--- config.mk ---
export PLATFORM = sky130hd
export DESIGN_NAME = spi_snoop_inv_ctrl
export DESIGN_NICKNAME = d
export VERILOG_FILES = /design/src/rtl/spi_pkg.sv /design/src/rtl/spi_snoop_resp.sv /design/src/rtl/spi_snoop_inv_ctrl.sv
export VERILOG_INCLUDE_DIRS = /design/src /design/src/rtl
export SDC_FILE = /design/constraint.sdc
export NUM_CORES = 1
export LEC_CHECK = 0
export ABC_AREA = 1
export BUFFER_PORTS_ARGS = -buffer_cell sky130_fd_sc_hd__buf_2
export CAP_MARGIN = 10
export CORE_MARGIN = 3
export CORE_UTILIZATION = 51
export CTS_BUF_LIST = sky130_fd_sc_hd__clkbuf_4 sky130_fd_sc_hd__clkbuf_8
export CTS_CLUSTER_SIZE = 10
export DETAILED_ROUTE_END_ITERATION = 10
export PLACE_DENSITY_LB_ADDON = 0.15
export SYNTH_ARGS = -nofsm -noshare
export SYNTH_HDL_FRONTEND = slang
export SYNTH_HIERARCHICAL = 1
export SYNTH_SLANG_ARGS = --single-unit
--- constraint.sdc ---
create_clock -name sys_clk -period 1.7 [get_ports sys_clk]
set_clock_uncertainty 0.05 [all_clocks]
set_input_delay 0.17 -clock sys_clk [delete_from_list [all_inputs] [get_ports sys_clk]]
set_output_delay 0.17 -clock sys_clk [all_outputs]
set_load 0.05 [all_outputs]
--- src/rtl/spi_cfg.svh ---
// Timing constants and widths for the snoop and primary invalidate control.
// Included by the package and the top module; definitions only.
`ifndef SPI_CFG_SVH
`define SPI_CFG_SVH

`define SPI_CLK_PERIOD_NS   8
`define SPI_INV_TENURE_CLKS 2
`define SPI_CPB_WINDOW_CLKS 3
`define SPI_SNOOP_RESP_CLKS 2
`define SPI_ADDR_W          32
`define SPI_LINE_OFFS_W     5

`endif

--- src/rtl/spi_pkg.sv ---
// Types for the snoop and primary invalidate control.
// Needs spi_cfg.svh on the include path.
`include "spi_cfg.svh"

package spi_pkg;

  typedef enum logic [2:0] {
    SPI_IDLE,
    SPI_RETRY,
    SPI_REQ,
    SPI_TENURE,
    SPI_WINDOW,
    SPI_PCPB
  } spi_inv_state_t;

endpackage

--- src/rtl/spi_snoop_resp.sv ---
// Snoop lookup and status response on the system bus side.
// Tag hit inputs are valid in the same clock as a global transfer start.
`timescale 1ns/1ps
`default_nettype none

module spi_snoop_resp
  import spi_pkg::*;
(
  input  wire  logic sys_clk,                 // System clock
  input  wire  logic reset,                   // Synchronous reset
  input  wire  logic lookup,                  // Global snoop lookup this cycle
  input  wire  logic main_cache_tag_hit,      // Main tag hit
  input  wire  logic main_cache_tag_modified, // Hit line is modified
  input  wire  logic processor_side_tag_hit,  // Processor-side tag hit
  input  wire  logic inv_busy,                // Invalidate already in progress
  output logic       snoop_shared_status,     // Shared status
  output logic       snoop_retry_status,      // Retry status
  output logic       snoop_copyback_status,   // Copyback status
  output logic       need_copyback,           // Pulse: copyback required
  output logic       need_invalidate          // Pulse: invalidate required
);

  logic any_hit;
  logic cpb_hit;
  logic inv_hit;
  logic busy_retry;

  assign any_hit    = lookup & (main_cache_tag_hit | processor_side_tag_hit);
  assign cpb_hit    = lookup & main_cache_tag_hit & main_cache_tag_modified;
  assign inv_hit    = lookup & processor_side_tag_hit;
  // A new invalidate cannot start while one runs: the snooping master is retried
  assign busy_retry = inv_hit & inv_busy;

  // ------------------------------------------------------------------
  // Status outputs, one clock after the lookup
  // ------------------------------------------------------------------
  always_ff @(posedge sys_clk) begin
    if (reset) begin
      snoop_shared_status   <= 1'b0;
      snoop_retry_status    <= 1'b0;
      snoop_copyback_status <= 1'b0;
      need_copyback         <= 1'b0;
      need_invalidate       <= 1'b0;
    end else begin
      snoop_shared_status   <= any_hit;
      snoop_retry_status    <= cpb_hit | busy_retry;
      snoop_copyback_status <= cpb_hit;
      need_copyback         <= cpb_hit;
      need_invalidate       <= inv_hit & ~inv_busy;
    end
  end
endmodule

`default_nettype wire

--- src/rtl/spi_snoop_inv_ctrl.sv ---
// Snoop hit to primary cache invalidate control, top module.
// Assumes both buses run on sys_clk and tag lookups are external.
`timescale 1ns/1ps
`default_nettype none
`include "spi_cfg.svh"

module spi_snoop_inv_ctrl
  import spi_pkg::*;
#(
  parameter int ADDR_W = `SPI_ADDR_W
)
(
  input  wire  logic              sys_clk,                 // System clock
  input  wire  logic              reset,                   // Synchronous reset
  input  wire  logic              ext_arb_mode,            // 1: external processor arbiter
  input  wire  logic              sys_transfer_start,      // System transfer start
  input  wire  logic              sys_global_attr,         // System global attribute
  input  wire  logic [ADDR_W-1:0] sys_addr,                // System address
  input  wire  logic              main_cache_tag_hit,      // Main tag hit, same cycle as start
  input  wire  logic              main_cache_tag_modified, // Hit line modified
  input  wire  logic              processor_side_tag_hit,  // Processor tag hit
  input  wire  logic              proc_tag_req,            // Processor wants tag lookup
  input  wire  logic              sys_arb_pending,         // Processor request arbitrating sys bus
  input  wire  logic              cpb_done,                // Snoop copyback finished
  input  wire  logic              proc_xfer_active,        // Processor transfer in progress
  input  wire  logic              proc_bus_grant_in,       // Qualified external grant
  input  wire  logic              proc_snoop_retry,        // Processor signals copyback
  input  wire  logic              proc_cpb_done,           // Processor copyback finished
  output logic                    proc_tag_grant,          // Tag granted to processor
  output logic                    snoop_shared_status,     // Shared status
  output logic                    snoop_retry_status,      // Retry status
  output logic                    snoop_copyback_status,   // Copyback status
  output logic                    proc_transfer_retry,     // Processor transfer retry
  output logic                    proc_req_restart,        // Pulse: restart retried request
  output logic                    proc_bus_request,        // Request to external arbiter
  output logic                    proc_bus_grant,          // Grant driven as arbiter
  output logic                    proc_transfer_start,     // Processor transfer start
  output logic                    proc_global_attr,        // Global attribute
  output logic                    proc_invalidate_attr,    // Invalidate attribute
  output logic [ADDR_W-1:0]       proc_addr,               // Line address
  output logic                    proc_addr_oe_n           // Address drive enable, low drives
);

  localparam logic [1:0] TENURE_LAST = 2'(`SPI_INV_TENURE_CLKS - 1);
  localparam logic [1:0] WINDOW_LAST = 2'(`SPI_CPB_WINDOW_CLKS - 1);

  spi_inv_state_t    state;
  spi_inv_state_t    next_state;
  logic [1:0]        cnt;
  logic [ADDR_W-1:0] line_addr;
  logic              lookup;
  logic              need_copyback;
  logic              need_invalidate;
  logic              inv_busy;
  logic              retried;
  logic              cpb_wait;
  logic              have_bus;
  logic              stat_sh;
  logic              stat_rt;
  logic              stat_cb;

  // ------------------------------------------------------------------
  // Tag arbitration and snoop response
  // ------------------------------------------------------------------
  assign lookup   = sys_transfer_start & sys_global_attr;
  assign inv_busy = (state != SPI_IDLE) | need_invalidate;
  assign have_bus = ext_arb_mode ? proc_bus_grant_in : 1'b1;

  spi_snoop_resp u_resp (
    .sys_clk                 (sys_clk),
    .reset                   (reset),
    .lookup                  (lookup),
    .main_cache_tag_hit      (main_cache_tag_hit),
    .main_cache_tag_modified (main_cache_tag_modified),
    .processor_side_tag_hit  (processor_side_tag_hit),
    .inv_busy                (inv_busy),
    .snoop_shared_status     (stat_sh),
    .snoop_retry_status      (stat_rt),
    .snoop_copyback_status   (stat_cb),
    .need_copyback           (need_copyback),
    .need_invalidate         (need_invalidate)
  );

  // ------------------------------------------------------------------
  // Invalidate sequencer
  // ------------------------------------------------------------------
  always_comb begin
    next_state = state;
    case (state)
      SPI_IDLE:   if (need_invalidate) begin
                    next_state = proc_xfer_active ? SPI_RETRY : SPI_REQ;
                  end
      SPI_RETRY:  next_state = SPI_REQ;
      SPI_REQ:    if (have_bus) begin
                    next_state = SPI_TENURE;
                  end
      SPI_TENURE: if (cnt == TENURE_LAST) begin
                    next_state = SPI_WINDOW;
                  end
      SPI_WINDOW: if (proc_snoop_retry) begin
                    next_state = SPI_PCPB;
                  end else if (cnt == WINDOW_LAST) begin
                    next_state = SPI_IDLE;
                  end
      SPI_PCPB:   if (proc_cpb_done) begin
                    next_state = SPI_IDLE;
                  end
      default:    next_state = SPI_IDLE;
    endcase
  end

  always_ff @(posedge sys_clk) begin
    if (reset) begin
      state     <= SPI_IDLE;
      cnt       <= 2'h0;
      line_addr <= '0;
    end else begin
      state <= next_state;
      cnt   <= (next_state == state) ? cnt + 2'h1 : 2'h0;
      // Only the lookup that starts an invalidate may move the address
      if (lookup & processor_side_tag_hit & ~inv_busy) begin
        line_addr <= {sys_addr[ADDR_W-1:`SPI_LINE_OFFS_W], `SPI_LINE_OFFS_W'(0)};
      end
    end
  end

  // ------------------------------------------------------------------
  // Processor request retry and restart
  // ------------------------------------------------------------------
  always_ff @(posedge sys_clk) begin
    if (reset) begin
      retried  <= 1'b0;
      cpb_wait <= 1'b0;
    end else begin
      if ((need_copyback | need_invalidate) & sys_arb_pending) begin
        retried <= 1'b1;
      end else if (proc_req_restart) begin
        retried <= 1'b0;
      end
      if (need_copyback) begin
        cpb_wait <= 1'b1;
      end else if (cpb_done) begin
        cpb_wait <= 1'b0;
      end
    end
  end

  // ------------------------------------------------------------------
  // Registered outputs
  // ------------------------------------------------------------------
  always_ff @(posedge sys_clk) begin
    if (reset) begin
      proc_tag_grant        <= 1'b0;
      snoop_shared_status   <= 1'b0;
      snoop_retry_status    <= 1'b0;
      snoop_copyback_status <= 1'b0;
      proc_transfer_retry   <= 1'b0;
      proc_req_restart      <= 1'b0;
      proc_bus_request      <= 1'b0;
      proc_bus_grant        <= 1'b1;
      proc_transfer_start   <= 1'b0;
      proc_global_attr      <= 1'b0;
      proc_invalidate_attr  <= 1'b0;
      proc_addr             <= '0;
      proc_addr_oe_n        <= 1'b1;
    end else begin
      proc_tag_grant        <= proc_tag_req & ~lookup;
      snoop_shared_status   <= stat_sh;
      snoop_retry_status    <= stat_rt;
      snoop_copyback_status <= stat_cb;
      proc_transfer_retry   <= ((need_copyback | need_invalidate) & sys_arb_pending)
                               | (next_state == SPI_RETRY);
      proc_req_restart      <= retried & ~cpb_wait & ~need_copyback & ~proc_req_restart
                               & (state == SPI_IDLE);
      proc_bus_request      <= ext_arb_mode & (next_state == SPI_REQ);
      proc_bus_grant        <= ext_arb_mode | (next_state == SPI_IDLE);
      proc_transfer_start   <= (state == SPI_REQ) & have_bus;
      proc_global_attr      <= next_state == SPI_TENURE;
      proc_invalidate_attr  <= next_state == SPI_TENURE;
      proc_addr             <= line_addr;
      proc_addr_oe_n        <= ~((next_state == SPI_TENURE) | (next_state == SPI_WINDOW)
                                 | (next_state == SPI_PCPB));
    end
  end
endmodule

`default_nettype wire

==> implementation parameters, run 1 <==
Parameter                              Value

Detailed routing
  Total routed wirelength    4957 µm
  Detailed-route wire length per cell    10.85 µm
  Met2 wirelength from detailed routing    2467 µm
  Total number of vias    2056
  Number of DRC markers in iteration 0    54
  Antenna Violating Nets Remaining    0
  M1 wire length    2123 µm
  Number of vias per cell    4.499
  Uppermost layer routed    met4
  Met3 routed WL    268 µm
  DR pass1 iterations    4
  DRC violation count after routing    0

Floorplan
  Rows    25
  Starting density of the core    between 50% and 60%
  Ports placed on the boundary    slightly above 90
  Chip height    about 80 µm
  Placeable Area    just under 0.005 mm²
  Horiz. Die Dim    77.86 µm
  Area enclosed by the die boundary    ~0.0061 mm²

STA
  Final TNS setup    0 ps
  Total setup violations reported at the end of the flow    0
  Minimum clock period after layout    1400 ps
  Final-report hold violation count    0
  Maximum clock frequency    714.1 MHz
  Unrepaired setup endpoints after global routing    false
  Slew Limit Fails    0
  Final worst setup slack    299.6 ps
  Fin crit share    approximately 82%
  Hold Worst Slack    16.75 ps

Clocking
  Clock sink count    76
  CTS HTree Levels    3
  Clock latency of the later-clocked register in the worst-skew pair    around 330 ps
  Maximum number of buffers from clock root to sink    2
  Clk Tree Root Cell    sky130_fd_sc_hd__clkbuf_8
  Number of buffers added for setup after CTS    0
  Clock tree from TritonCTS    built
  Clock slew at the register clock pins of the worst setup and hold paths    70 ps
  CTS Buf Count    9

Outcome
  Status    finished clean

Global routing
  Vias in the first global route    between 1.5k and 2k
  Number of antenna violations at the first check in global routing    0
  Remaining Overflow, GRT    0
  First-pass GRT wire length    7914 µm
  Global routing usage summed across all routing layers    16.97%
  Largest net degree at the start of global routing    55

Placed design
  Worst slack after detailed placement    318.9 ps
  Dpl hpwl    3374 µm
  Total of buffers placed on input and output ports    80
  RD Place Congestion    0.8673

Layout
  Layout cell share with drive strength beyond 1    27.95%
  Area taken by flip-flops and latches    0.001521 mm²
  Commonest non-fill, non-tap cell in the layout    sky130_fd_sc_hd__buf_2
  Total of fill cells in the finished design    403
  Nets    434
  Ant. Diodes    0
  Utilization after layout    approximately two thirds
  Combined area of the multi-input logic cells    slightly above 800 µm²
  Growth of design area from synthesis to finish    23.80%
  Most used cells in the layout excluding fill and tap cells    80 x sky130_fd_sc_hd__buf_2, 76 x sky130_fd_sc_hd__dfxtp_1, 51 x sky130_fd_sc_hd__nor2_1

Critical path
  Critical path data required time    1920 ps
  Setup crit start kind    flip-flop
  R2R setup slack    approximately 300 ps
  Startpoint of the lowest-slack register-to-register path    state[1]
  CP endpoint    proc_bus_request
  Highest net fanout along the worst path    8
  Source of the critical timing path    state[1]
  CP Data Arrival Time    1620 ps
  Type of the worst setup path    flip-flop to flip-flop
  Reg-to-reg endpoint    proc_bus_request
  Register-to-Register Path Depth    6
  Type of destination of the critical path    flip-flop

Yosys
  Average cell area after synthesis    8.607 µm²
  Mapped Cells    306
  Cell area after synthesis    0.002634 mm²
  Count of different cell masters after synthesis    25
  Proportion of synthesized chip area in sequential cells    between 50% and 60%
  Yosys warns    6
  Yosys reg bits    76

Min path
  Worst min path class    primary input to flip-flop
  Origin of the worst min-delay path    proc_tag_req

Pwr
  Leakage power total    1.588 nW
  Peak supply drop    0.6649 mV
  Power per Cell Area    about 1200 mW/mm²
  Total power    around 3.8 mW

Flow run
  Max-capacitance violation count    0
critical path, stage by stage, from the launching register on:
cell and delay (ps):
sky130_fd_sc_hd__dfxtp_1 510, sky130_fd_sc_hd__inv_1 140, sky130_fd_sc_hd__nand3b_1 140, sky130_fd_sc_hd__nand2_1 110, sky130_fd_sc_hd__nor3_4 220, sky130_fd_sc_hd__nand2_1 80
sky130_fd_sc_hd__nor2_1 80
stage by stage:
step                      cells  instance area, µm²
after CTS                   457                3261
after global routing        457                3261
after detailed placement    440                3025
after global placement      440                3025
after floorplan             310                2649
final                       457                3261
flip-flops by register name, indices dropped and copies added, names as in the netlist, 2 cells and up:
register / count
proc_addr: 27
state: 3
cnt: 2
line_addr: 27
synthesized netlist by cell type:
cell | n | area share [%]
sky130_fd_sc_hd__clkbuf_1 | 5 | 0.71
sky130_fd_sc_hd__buf_1 | 2 | 0.29
sky130_fd_sc_hd__nand2_2 | 2 | 0.47
sky130_fd_sc_hd__o21ai_1 | 16 | 3.0
sky130_fd_sc_hd__a31oi_1 | 1 | 0.24
sky130_fd_sc_hd__a21oi_1 | 29 | 5.5
sky130_fd_sc_hd__nand4_1 | 1 | 0.24
sky130_fd_sc_hd__ha_1 | 2 | 0.95
sky130_fd_sc_hd__and2_1 | 1 | 0.24
sky130_fd_sc_hd__nand2_1 | 25 | 3.6
sky130_fd_sc_hd__dfxtp_1 | 76 | 58
sky130_fd_sc_hd__nand3_1 | 8 | 1.5
sky130_fd_sc_hd__nor2_4 | 1 | 0.43
sky130_fd_sc_hd__buf_6 | 5 | 2.1
sky130_fd_sc_hd__nand4_4 | 1 | 0.81
sky130_fd_sc_hd__conb_1 | 1 | 0.14
sky130_fd_sc_hd__nor3_4 | 1 | 0.62
sky130_fd_sc_hd__buf_4 | 8 | 2.3
sky130_fd_sc_hd__inv_1 | 48 | 6.8
sky130_fd_sc_hd__nor4_1 | 1 | 0.24
sky130_fd_sc_hd__nor2_1 | 51 | 7.3
sky130_fd_sc_hd__nand3b_1 | 2 | 0.57
sky130_fd_sc_hd__nand3_2 | 2 | 0.76
sky130_fd_sc_hd__o21ai_0 | 14 | 2.7
sky130_fd_sc_hd__nor2_2 | 3 | 0.71
per-layer routing:
| layer | vias up | GRT usage (%) |
|---|---|---|
| met5 | - | 0 |
| met4 | 0 | 10.68 |
| met3 | 8 | 4.640 |
| met2 | 50 | 29.79 |
| met1 | 907 | 17.73 |
| li1 | 1091 | - |
layout make-up:
cell class                      instances  share of cell area [%]
Clock inverter                          4                   2.226
Inverter                               48                   5.526
Tap cell                               67                   2.571
Multi-Input combinational cell        166                   24.67
Clock buffer                           12                   4.681
Timing Repair Buffer                   84                   13.66
Sequential cell                        76                   46.66
worst min-delay path by stage:
stage / slack, ps / endpoint / cells after the start
final: 20 / proc_tag_grant / 3
after global routing: 8 / proc_tag_grant / 3
after CTS: 2 / proc_tag_grant / 3
after detailed placement: 350 / proc_bus_grant / 3
after global placement: 340 / proc_bus_grant / 3
after floorplan: 220 / u_resp/snoop_shared_status / 1
timing repair:
item / in CTS / in global routing
endpoints found under the setup margin: 0 / 0
endpoints found under the hold margin: 1 / 0
hold buffers: 1 / 0
resized for setup: 0 / 0
logic make-up (layout without fill, tap and decap cells):
logic type / Yosys count / after routing / share of synthesized area [%]
adder cells (fa/ha/maj): 2 / 2 / 0.9500
flip-flops: 76 / 76 / 57.77
AND/OR/NAND/NOR: 99 / 99 / 17.44
buffers and inverters: 68 / 148 / 12.26
AO/OA/AOI/OAI: 60 / 60 / 11.45
other: 1 / 5 / 0.1424
report_power, final:
part / switching, mW / internal [mW]
registers: 0.0284 / 1.86
logic: 0.286 / 0.124
clock network: 0.603 / 0.898
total: 0.918 / 2.88
(Power assumes the default switching activity.)
==> inputs of run 2 (changes only) <==
- clock period: 1.7 -> 1.3 ns (I/O delays scaled with it)
==> run 2 against run 1 <==
- register-to-register slack got worse by 340 ps
- sequential share of layout area down 6.3 points
- maximum frequency is 4.6% higher
- global-route usage grew 4.8 points
- via count is 10% higher
- the run now ends with setup timing left
- first-iteration DRC count increased by 69%
- non-clock buffer count increased by 30
- cell count rose by 6.6%
- routed wire length up 28%
- power rose by 29%
- highest routed layer unchanged
==> implementation parameters, run 2 (synthesis gave the netlist of run 1 again) <==
Parameter                              Value

Pwr
  Power share of the sequential group    50.5% (was 49.7%)
  Gate power share    15.1% (was 10.8%)
  Power per Cell Area    1285 mW/mm² (was 1166 mW/mm²)
  Peak supply drop    0.8108 mV (was 0.6649 mV)
  Portion of total power attributed to the clock network    34.4% (was 39.5%)
  Switching share of power    27.40% (was 24.16%)
  Net switching power figure    1.339 mW (was 918.2 µW)
  Leakage power total    1.788 nW (was 1.588 nW)
  Internal power    3.549 mW (was 2.883 mW)

Clocking
  CTS Buf Count    9 (unchanged)
  Clock tree from TritonCTS    built (unchanged)
  Clk Tree Root Cell    sky130_fd_sc_hd__clkbuf_8 (unchanged)
  Clock latency of the later-clocked register in the worst-skew pair    330 ps (about the same)
  Clock sink count    76 (unchanged)
  CTS HTree Levels    3 (unchanged)
  Maximum number of buffers from clock root to sink    2 (unchanged)
  Clock slew at the register clock pins of the worst setup and hold paths    80 ps (was 70 ps)

Floorplan
  Horiz. Die Dim    77.86 µm (unchanged)
  Starting density of the core    54.32% (unchanged)
  Placeable Area    0.004848 mm² (unchanged)
  Rows    25 (unchanged)
  Ports placed on the boundary    91 (unchanged)
  Area enclosed by the die boundary    0.006062 mm² (unchanged)
  Chip height    77.86 µm (unchanged)

Detailed routing
  DRC violation count after routing    0 (unchanged)
  Number of DRC markers in iteration 0    91 (was 54)
  Antenna Violating Nets Remaining    0 (unchanged)
  DR pass1 iterations    4 (unchanged)
  Total number of vias    2271 (was 2056)
  Detailed-route wire length per cell    13.00 µm (was 10.85 µm)
  Number of vias per cell    4.663 (was 4.499)
  Total routed wirelength    6332 µm (was 4957 µm)

Layout
  Commonest non-fill, non-tap cell in the layout    sky130_fd_sc_hd__buf_2 (unchanged)
  Layout cell share with drive strength beyond 1    41.43% (was 27.95%)
  Growth of design area from synthesis to finish    44.37% (was 23.80%)
  Nets    464 (was 434)
  Non-Filler Cell Area, Final    0.003802 mm² (was 0.003261 mm²)
  Most used cells in the layout excluding fill and tap cells    80 x sky130_fd_sc_hd__buf_2, 71 x sky130_fd_sc_hd__dfxtp_1, 47 x sky130_fd_sc_hd__inv_1, 47 x sky130_fd_sc_hd__nor2_1, 21 x sky130_fd_sc_hd__nand2_1 (was 80 x sky130_fd_sc_hd__buf_2, 76 x sky130_fd_sc_hd__dfxtp_1, 51 x sky130_fd_sc_hd__nor2_1)
  Ant. Diodes    0 (unchanged)
  Leading registers by flop count    line_addr (27), proc_addr (27), state (3) (unchanged)

Flow run
  Max-capacitance violation count    0 (unchanged)

Critical path
  Setup crit start kind    flip-flop (unchanged)
  Critical path data required time    1490 ps (was 1920 ps)
  Highest net fanout along the worst path    3 (was 8)
  Type of the worst setup path    flip-flop to flip-flop (unchanged)
  Type of destination of the critical path    flip-flop (unchanged)
  Register-to-Register Path Depth    9 (was 6)
  CP Data Arrival Time    1520 ps (was 1620 ps)

Global routing
  Remaining Overflow, GRT    0 (unchanged)
  Vias in the first global route    2228 (was 1896)
  Largest net degree at the start of global routing    41 (was 55)
  First-pass GRT wire length    10230 µm (was 7914 µm)
  Number of antenna violations at the first check in global routing    0 (unchanged)
  Global routing usage summed across all routing layers    21.82% (was 16.97%)

STA
  Minimum clock period after layout    1339 ps (was 1400 ps)
  Total setup violations reported at the end of the flow    5 (was 0)
  Final worst setup slack    -38.57 ps (was 299.6 ps)
  Final-report hold violation count    0 (unchanged)
  Slew Limit Fails    0 (unchanged)
  Unrepaired setup endpoints after global routing    true (was false)
  Maximum clock frequency    747.1 MHz (was 714.1 MHz)
  Hold Worst Slack    6.248 ps (was 16.75 ps)
  Fin crit share    103.0% (was 82.38%)

Placed design
  Total placed instance area    0.003075 mm² (was 0.003025 mm²)
  Worst slack after detailed placement    -69.12 ps (was 318.9 ps)
  Dpl hpwl    3441 µm (was 3374 µm)
  Total of buffers placed on input and output ports    80 (unchanged)
  RD Place Congestion    0.8812 (was 0.8673)

Min path
  Cell depth of the worst hold path    3 (unchanged)
  Worst min path class    primary input to flip-flop (unchanged)

Outcome
  Status    complete, but fails checks (was finished clean)
  Violations in the final reports    setup timing
## run 2: changes by cell type in the layout (fill, tap and decap cells not counted), moves of 4 or more
cell	delta
sky130_fd_sc_hd__o21ai_0	-5
sky130_fd_sc_hd__buf_16	+4
sky130_fd_sc_hd__dlygate4sd3_1	+9
sky130_fd_sc_hd__nor2_1	-4
sky130_fd_sc_hd__dfxtp_1	-5
sky130_fd_sc_hd__a21oi_2	+14
sky130_fd_sc_hd__o21ai_2	+8
sky130_fd_sc_hd__a21oi_1	-14
sky130_fd_sc_hd__buf_6	+7
sky130_fd_sc_hd__nand2_1	-4
sky130_fd_sc_hd__o21ai_4	+5
sky130_fd_sc_hd__buf_4	+9
sky130_fd_sc_hd__o21ai_1	-8
## run 2: worst max-delay path: stages (launching register included)
cell and delay [ps]:
sky130_fd_sc_hd__dfxtp_4 360, sky130_fd_sc_hd__nor2_4 160, sky130_fd_sc_hd__buf_4 140, sky130_fd_sc_hd__nand3b_1 120, sky130_fd_sc_hd__nand2_2 120, sky130_fd_sc_hd__inv_1 40, sky130_fd_sc_hd__nand3_1 70, sky130_fd_sc_hd__nand2_1 50
sky130_fd_sc_hd__nand2_1 80, sky130_fd_sc_hd__nor2_1 50
## run 2: area by class of cell
class	count	area [µm²]
Clock buffer	13	166.4
Clock inverter	3	21.27
Fill cell	335	1046
Inverter	48	180.2
Multi-Input combinational cell	166	1003
Sequential cell	76	1535
Tap cell	67	83.83
Timing Repair Buffer	114	812.0
## run 2: final timing paths
path / startpoint / end / slack, ps
setup / recovery: state[0] / cnt[1] / -40
hold reg to reg: u_resp/snoop_shared_status / snoop_shared_status / 350
hold / removal: main_cache_tag_hit / u_resp/snoop_shared_status / 6
setup reg to reg: state[0] / cnt[1] / -40
## run 2: power groups by stage
stage	Clock, mW	Sequential, mW	Combinational [mW]
global route	1.80	2.48	0.805
global placement	0	2.52	0.545
floorplan	0	2.65	0.282
CTS	1.70	2.47	0.697
finish	1.68	2.47	0.739
detailed placement	0	2.53	0.554
## run 2: timing repair
item                                   CTS  global route
hold buffers                            10             0
setup endpoints to repair               20            25
pin swaps                                5            13
gates cloned                             4             0
gates resized for setup                 45            28
setup buffers                           11             1
endpoints found under the hold margin   11             0
## run 2: metal layers
| metal | vias to the layer above | share of wire (%) | wire length (µm) | track usage [%] |
|---|---|---|---|---|
| met1 | 1043 | 41 | 2608 | 24.49 |
| li1 | 1153 | - | - | - |
| met2 | 61 | 51 | 3231 | 38.27 |
| met3 | 14 | 5.4 | 342 | 6.032 |
| met4 | 0 | 2.4 | 149 | 9.609 |
| met5 | - | 0 | 0 | 0 |
## run 2: metrics by stage
stage | utilization, % | instances | TNS, ps | power [mW]
after floorplan | - | 310 | 0 | 2.933
final | 78.43 | 487 | -100.9 | 4.888
after global routing | 78.43 | 487 | -1268 | 5.083
after global placement | 63.43 | 445 | -120.1 | 3.066
after CTS | 76.08 | 486 | -129.8 | 4.858
after detailed placement | 63.43 | 445 | -382.6 | 3.080
==> inputs of run 3 (changes only) <==
- CORE_ASPECT_RATIO: not set -> 0.7
==> run 3 against run 2 <==
- the run still ends with setup timing left
- maximum frequency is 1.2% lower
- count of clock-buffer cells in the layout decreased by 4
- first-iteration DRC count grew 11%
- combinational power decreased by 11%
- final area down 5.9%
- register-to-register slack got worse by 20 ps
- critical path depth rose by 1
- cell count down 1.8%
==> implementation parameters, run 3 (synthesis gave the netlist of run 1 again) <==
Parameter                              Value

Critical path
  CP Data Arrival Time    1570 ps (was 1520 ps)
  Slowest Stage Delay on Critical Path    330 ps (was 360 ps)
  Type of the worst setup path    flip-flop to flip-flop (unchanged)
  Critical path data required time    1520 ps (was 1490 ps)
  Kind of cell adding the most delay to the critical path    simple AND/OR/NAND/NOR gates (unchanged)
  Type of destination of the critical path    flip-flop (unchanged)
  Setup crit start kind    flip-flop (unchanged)
  Highest net fanout along the worst path    3 (unchanged)
  Ordered list of cells on the worst path    inv_2 -> ha_4 -> inv_2 -> nand2_2 -> nand2_2 -> nor2_1 -> nand3_2 -> nand2_2 -> nand2_2 -> nor2_1 (was nor2_4 -> buf_4 -> nand3b_1 -> nand2_2 -> inv_1 -> nand3_1 -> nand2_1 -> nand2_1 -> nor2_1)
  Critical path buffer and inverter count    2 (unchanged)
  Top cell by count, worst path    sky130_fd_sc_hd__nand2_2 (was sky130_fd_sc_hd__nand2_1)
  Standard cell with the maximum stage delay on the critical path    sky130_fd_sc_hd__dfxtp_2 (was sky130_fd_sc_hd__dfxtp_4)

Detailed routing
  Number of vias per cell    4.623 (was 4.663)
  Total number of vias    2210 (was 2271)
  DRC violation count after routing    0 (unchanged)
  DR pass1 iterations    4 (unchanged)
  Number of DRC markers in iteration 0    101 (was 91)
  Detailed-route wire length per cell    12.08 µm (was 13.00 µm)
  Total routed wirelength    5772 µm (was 6332 µm)
  Antenna Violating Nets Remaining    0 (unchanged)

Pwr
  Peak supply drop    0.8629 mV (was 0.8108 mV)
  Leakage power total    1.707 nW (was 1.788 nW)
  Power per Cell Area    1407 mW/mm² (was 1285 mW/mm²)
  Total power    5.034 mW (was 4.888 mW)

Clocking
  Maximum number of buffers from clock root to sink    2 (unchanged)
  Clock sink count    76 (unchanged)
  CTS Buf Count    9 (unchanged)
  Clock slew at the register clock pins of the worst setup and hold paths    70 ps (was 80 ps)
  Clock tree from TritonCTS    built (unchanged)
  Clock latency of the later-clocked register in the worst-skew pair    340 ps (was 330 ps)
  CTS HTree Levels    3 (unchanged)
  Clk Tree Root Cell    sky130_fd_sc_hd__clkbuf_8 (unchanged)

Global routing
  Vias in the first global route    1802 (was 2228)
  Remaining Overflow, GRT    0 (unchanged)
  First-pass GRT wire length    8314 µm (was 10230 µm)
  Global routing usage summed across all routing layers    17.79% (was 21.82%)
  Largest net degree at the start of global routing    55 (was 41)
  Number of antenna violations at the first check in global routing    0 (unchanged)

Layout
  Total of fill cells in the finished design    375 (was 335)
  Nets    454 (was 464)
  Non-Filler Cell Area, Final    0.003577 mm² (was 0.003802 mm²)
  Leading registers by flop count    line_addr (27), proc_addr (27), state (3) (unchanged)
  Ant. Diodes    0 (unchanged)
  Growth of design area from synthesis to finish    35.82% (was 44.37%)
  Combined area of the multi-input logic cells    908.4 µm² (was 0.001003 mm²)
  Layout cell share with drive strength beyond 1    37.41% (was 41.43%)
  Area taken by flip-flops and latches    0.001535 mm² (unchanged)
  Commonest non-fill, non-tap cell in the layout    sky130_fd_sc_hd__buf_2 (unchanged)
  Most used cells in the layout excluding fill and tap cells    80 x sky130_fd_sc_hd__buf_2, 71 x sky130_fd_sc_hd__dfxtp_1, 46 x sky130_fd_sc_hd__nor2_1 (was 80 x sky130_fd_sc_hd__buf_2, 71 x sky130_fd_sc_hd__dfxtp_1, 47 x sky130_fd_sc_hd__inv_1, 47 x sky130_fd_sc_hd__nor2_1, 21 x sky130_fd_sc_hd__nand2_1)

STA
  Total setup violations reported at the end of the flow    2 (was 5)
  Final-report hold violation count    0 (unchanged)
  Unrepaired setup endpoints after global routing    true (unchanged)
  Slew Limit Fails    0 (unchanged)
  Final worst setup slack    -54.77 ps (was -38.57 ps)
  Maximum clock frequency    738.1 MHz (was 747.1 MHz)
  Fin crit share    104.2% (was 103.0%)
  Minimum clock period after layout    1355 ps (was 1339 ps)

Placed design
  RD Place Congestion    0.8343 (was 0.8812)
  Total of buffers placed on input and output ports    80 (unchanged)
  Dpl hpwl    3565 µm (was 3441 µm)
  Total placed instance area    0.003093 mm² (was 0.003075 mm²)

Floorplan
  Area enclosed by the die boundary    0.006076 mm² (was 0.006062 mm²)
  Starting density of the core    53.89% (was 54.32%)
  Placeable Area    0.004887 mm² (was 0.004848 mm²)
  Horiz. Die Dim    91.89 µm (was 77.86 µm)
  Ports placed on the boundary    91 (unchanged)
  Chip height    66.13 µm (was 77.86 µm)
  Rows    21 (was 25)

Outcome
  Status    complete, but fails checks (unchanged)
  Violations in the final reports    setup timing (unchanged)

Flow run
  Max-capacitance violation count    0 (unchanged)

Min path
  Worst min path class    primary input to flip-flop (unchanged)
[run 3: changes by cell type in the layout (fill, tap and decap cells not counted), moves of 3 or more]
cell	before	now
sky130_fd_sc_hd__a21oi_1	15	28
sky130_fd_sc_hd__a21oi_2	14	1
sky130_fd_sc_hd__buf_16	4	0
sky130_fd_sc_hd__buf_6	7	0
sky130_fd_sc_hd__inv_1	47	44
sky130_fd_sc_hd__inv_2	1	4
sky130_fd_sc_hd__nand3_1	6	3
sky130_fd_sc_hd__nand3_2	3	7
sky130_fd_sc_hd__nor2_2	4	8
sky130_fd_sc_hd__nor2_4	4	1
sky130_fd_sc_hd__o21ai_0	9	2
sky130_fd_sc_hd__o21ai_1	8	18
sky130_fd_sc_hd__o21ai_4	5	0
[run 3: layout make-up]
class	instances	area share [%]
clock inverter	6	2.518
timing repair buffer	104	18.26
sequential	76	42.92
tap	69	2.413
multi-input combinational	166	25.39
inverter	48	5.037
clock buffer	9	3.463
[run 3: worst paths after layout]
kind,start,end,slack (ps),depth (start not counted)
setup / recovery,cnt[1],cnt[1],-50,10
hold / removal,sys_addr[5],line_addr[5],3,3
setup reg to reg,cnt[1],cnt[1],-50,10
hold reg to reg,u_resp/snoop_retry_status,snoop_retry_status,360,2
[run 3: worst reg2reg max path, cell delays in order, from the launching register on]
cell                      delay [ps]
sky130_fd_sc_hd__dfxtp_2         330
sky130_fd_sc_hd__inv_2            70
sky130_fd_sc_hd__ha_4            150
sky130_fd_sc_hd__inv_2            40
sky130_fd_sc_hd__nand2_2          60
sky130_fd_sc_hd__nand2_2          70
sky130_fd_sc_hd__nor2_1          170
sky130_fd_sc_hd__nand3_2         110
sky130_fd_sc_hd__nand2_2          90
sky130_fd_sc_hd__nand2_2          70
sky130_fd_sc_hd__nor2_1          100
[run 3: what timing repair did]
item / CTS / global route
hold buffers: 11 / 1
gates resized for setup: 21 / 31
cloned: 0 / 1
buffers inserted: 0 / 1
setup endpoints to repair: 20 / 34
hold endpoints to repair: 12 / 1
pin swaps: 7 / 16
[run 3: power by group]
group | switching (mW) | internal, mW
clock network | 0.825 | 1.07
registers | 0.0438 | 2.44
logic | 0.429 | 0.228
total | 1.30 | 3.74
[run 3: metrics by stage]
| step | cells | hold WS (ps) | setup TNS (ps) | setup WS, ps | util [%] |
|---|---|---|---|---|---|
| 2_1_floorplan | 310 | 176.1 | 0 | 27.73 | - |
| 3_3_place_gp | 449 | 308.9 | -32.39 | -18.05 | 63.29 |
| 3_5_place_dp | 449 | 313.6 | -424.1 | -63.80 | 63.29 |
| 4_1_cts | 475 | 1.056 | -42.05 | -16.83 | 70.58 |
| 5_1_grt | 478 | -0.8398 | -1175 | -166.8 | 73.20 |
| 6_report | 478 | 3.469 | -109.2 | -54.77 | 73.20 |
[run 3: metal layers]
metal | wire length [µm] | GRT usage (%)
met1 | 2616 | 23.15
met2 | 2651 | 27.27
met3 | 425 | 6.371
met4 | 78 | 6.667
met5 | 0 | 0
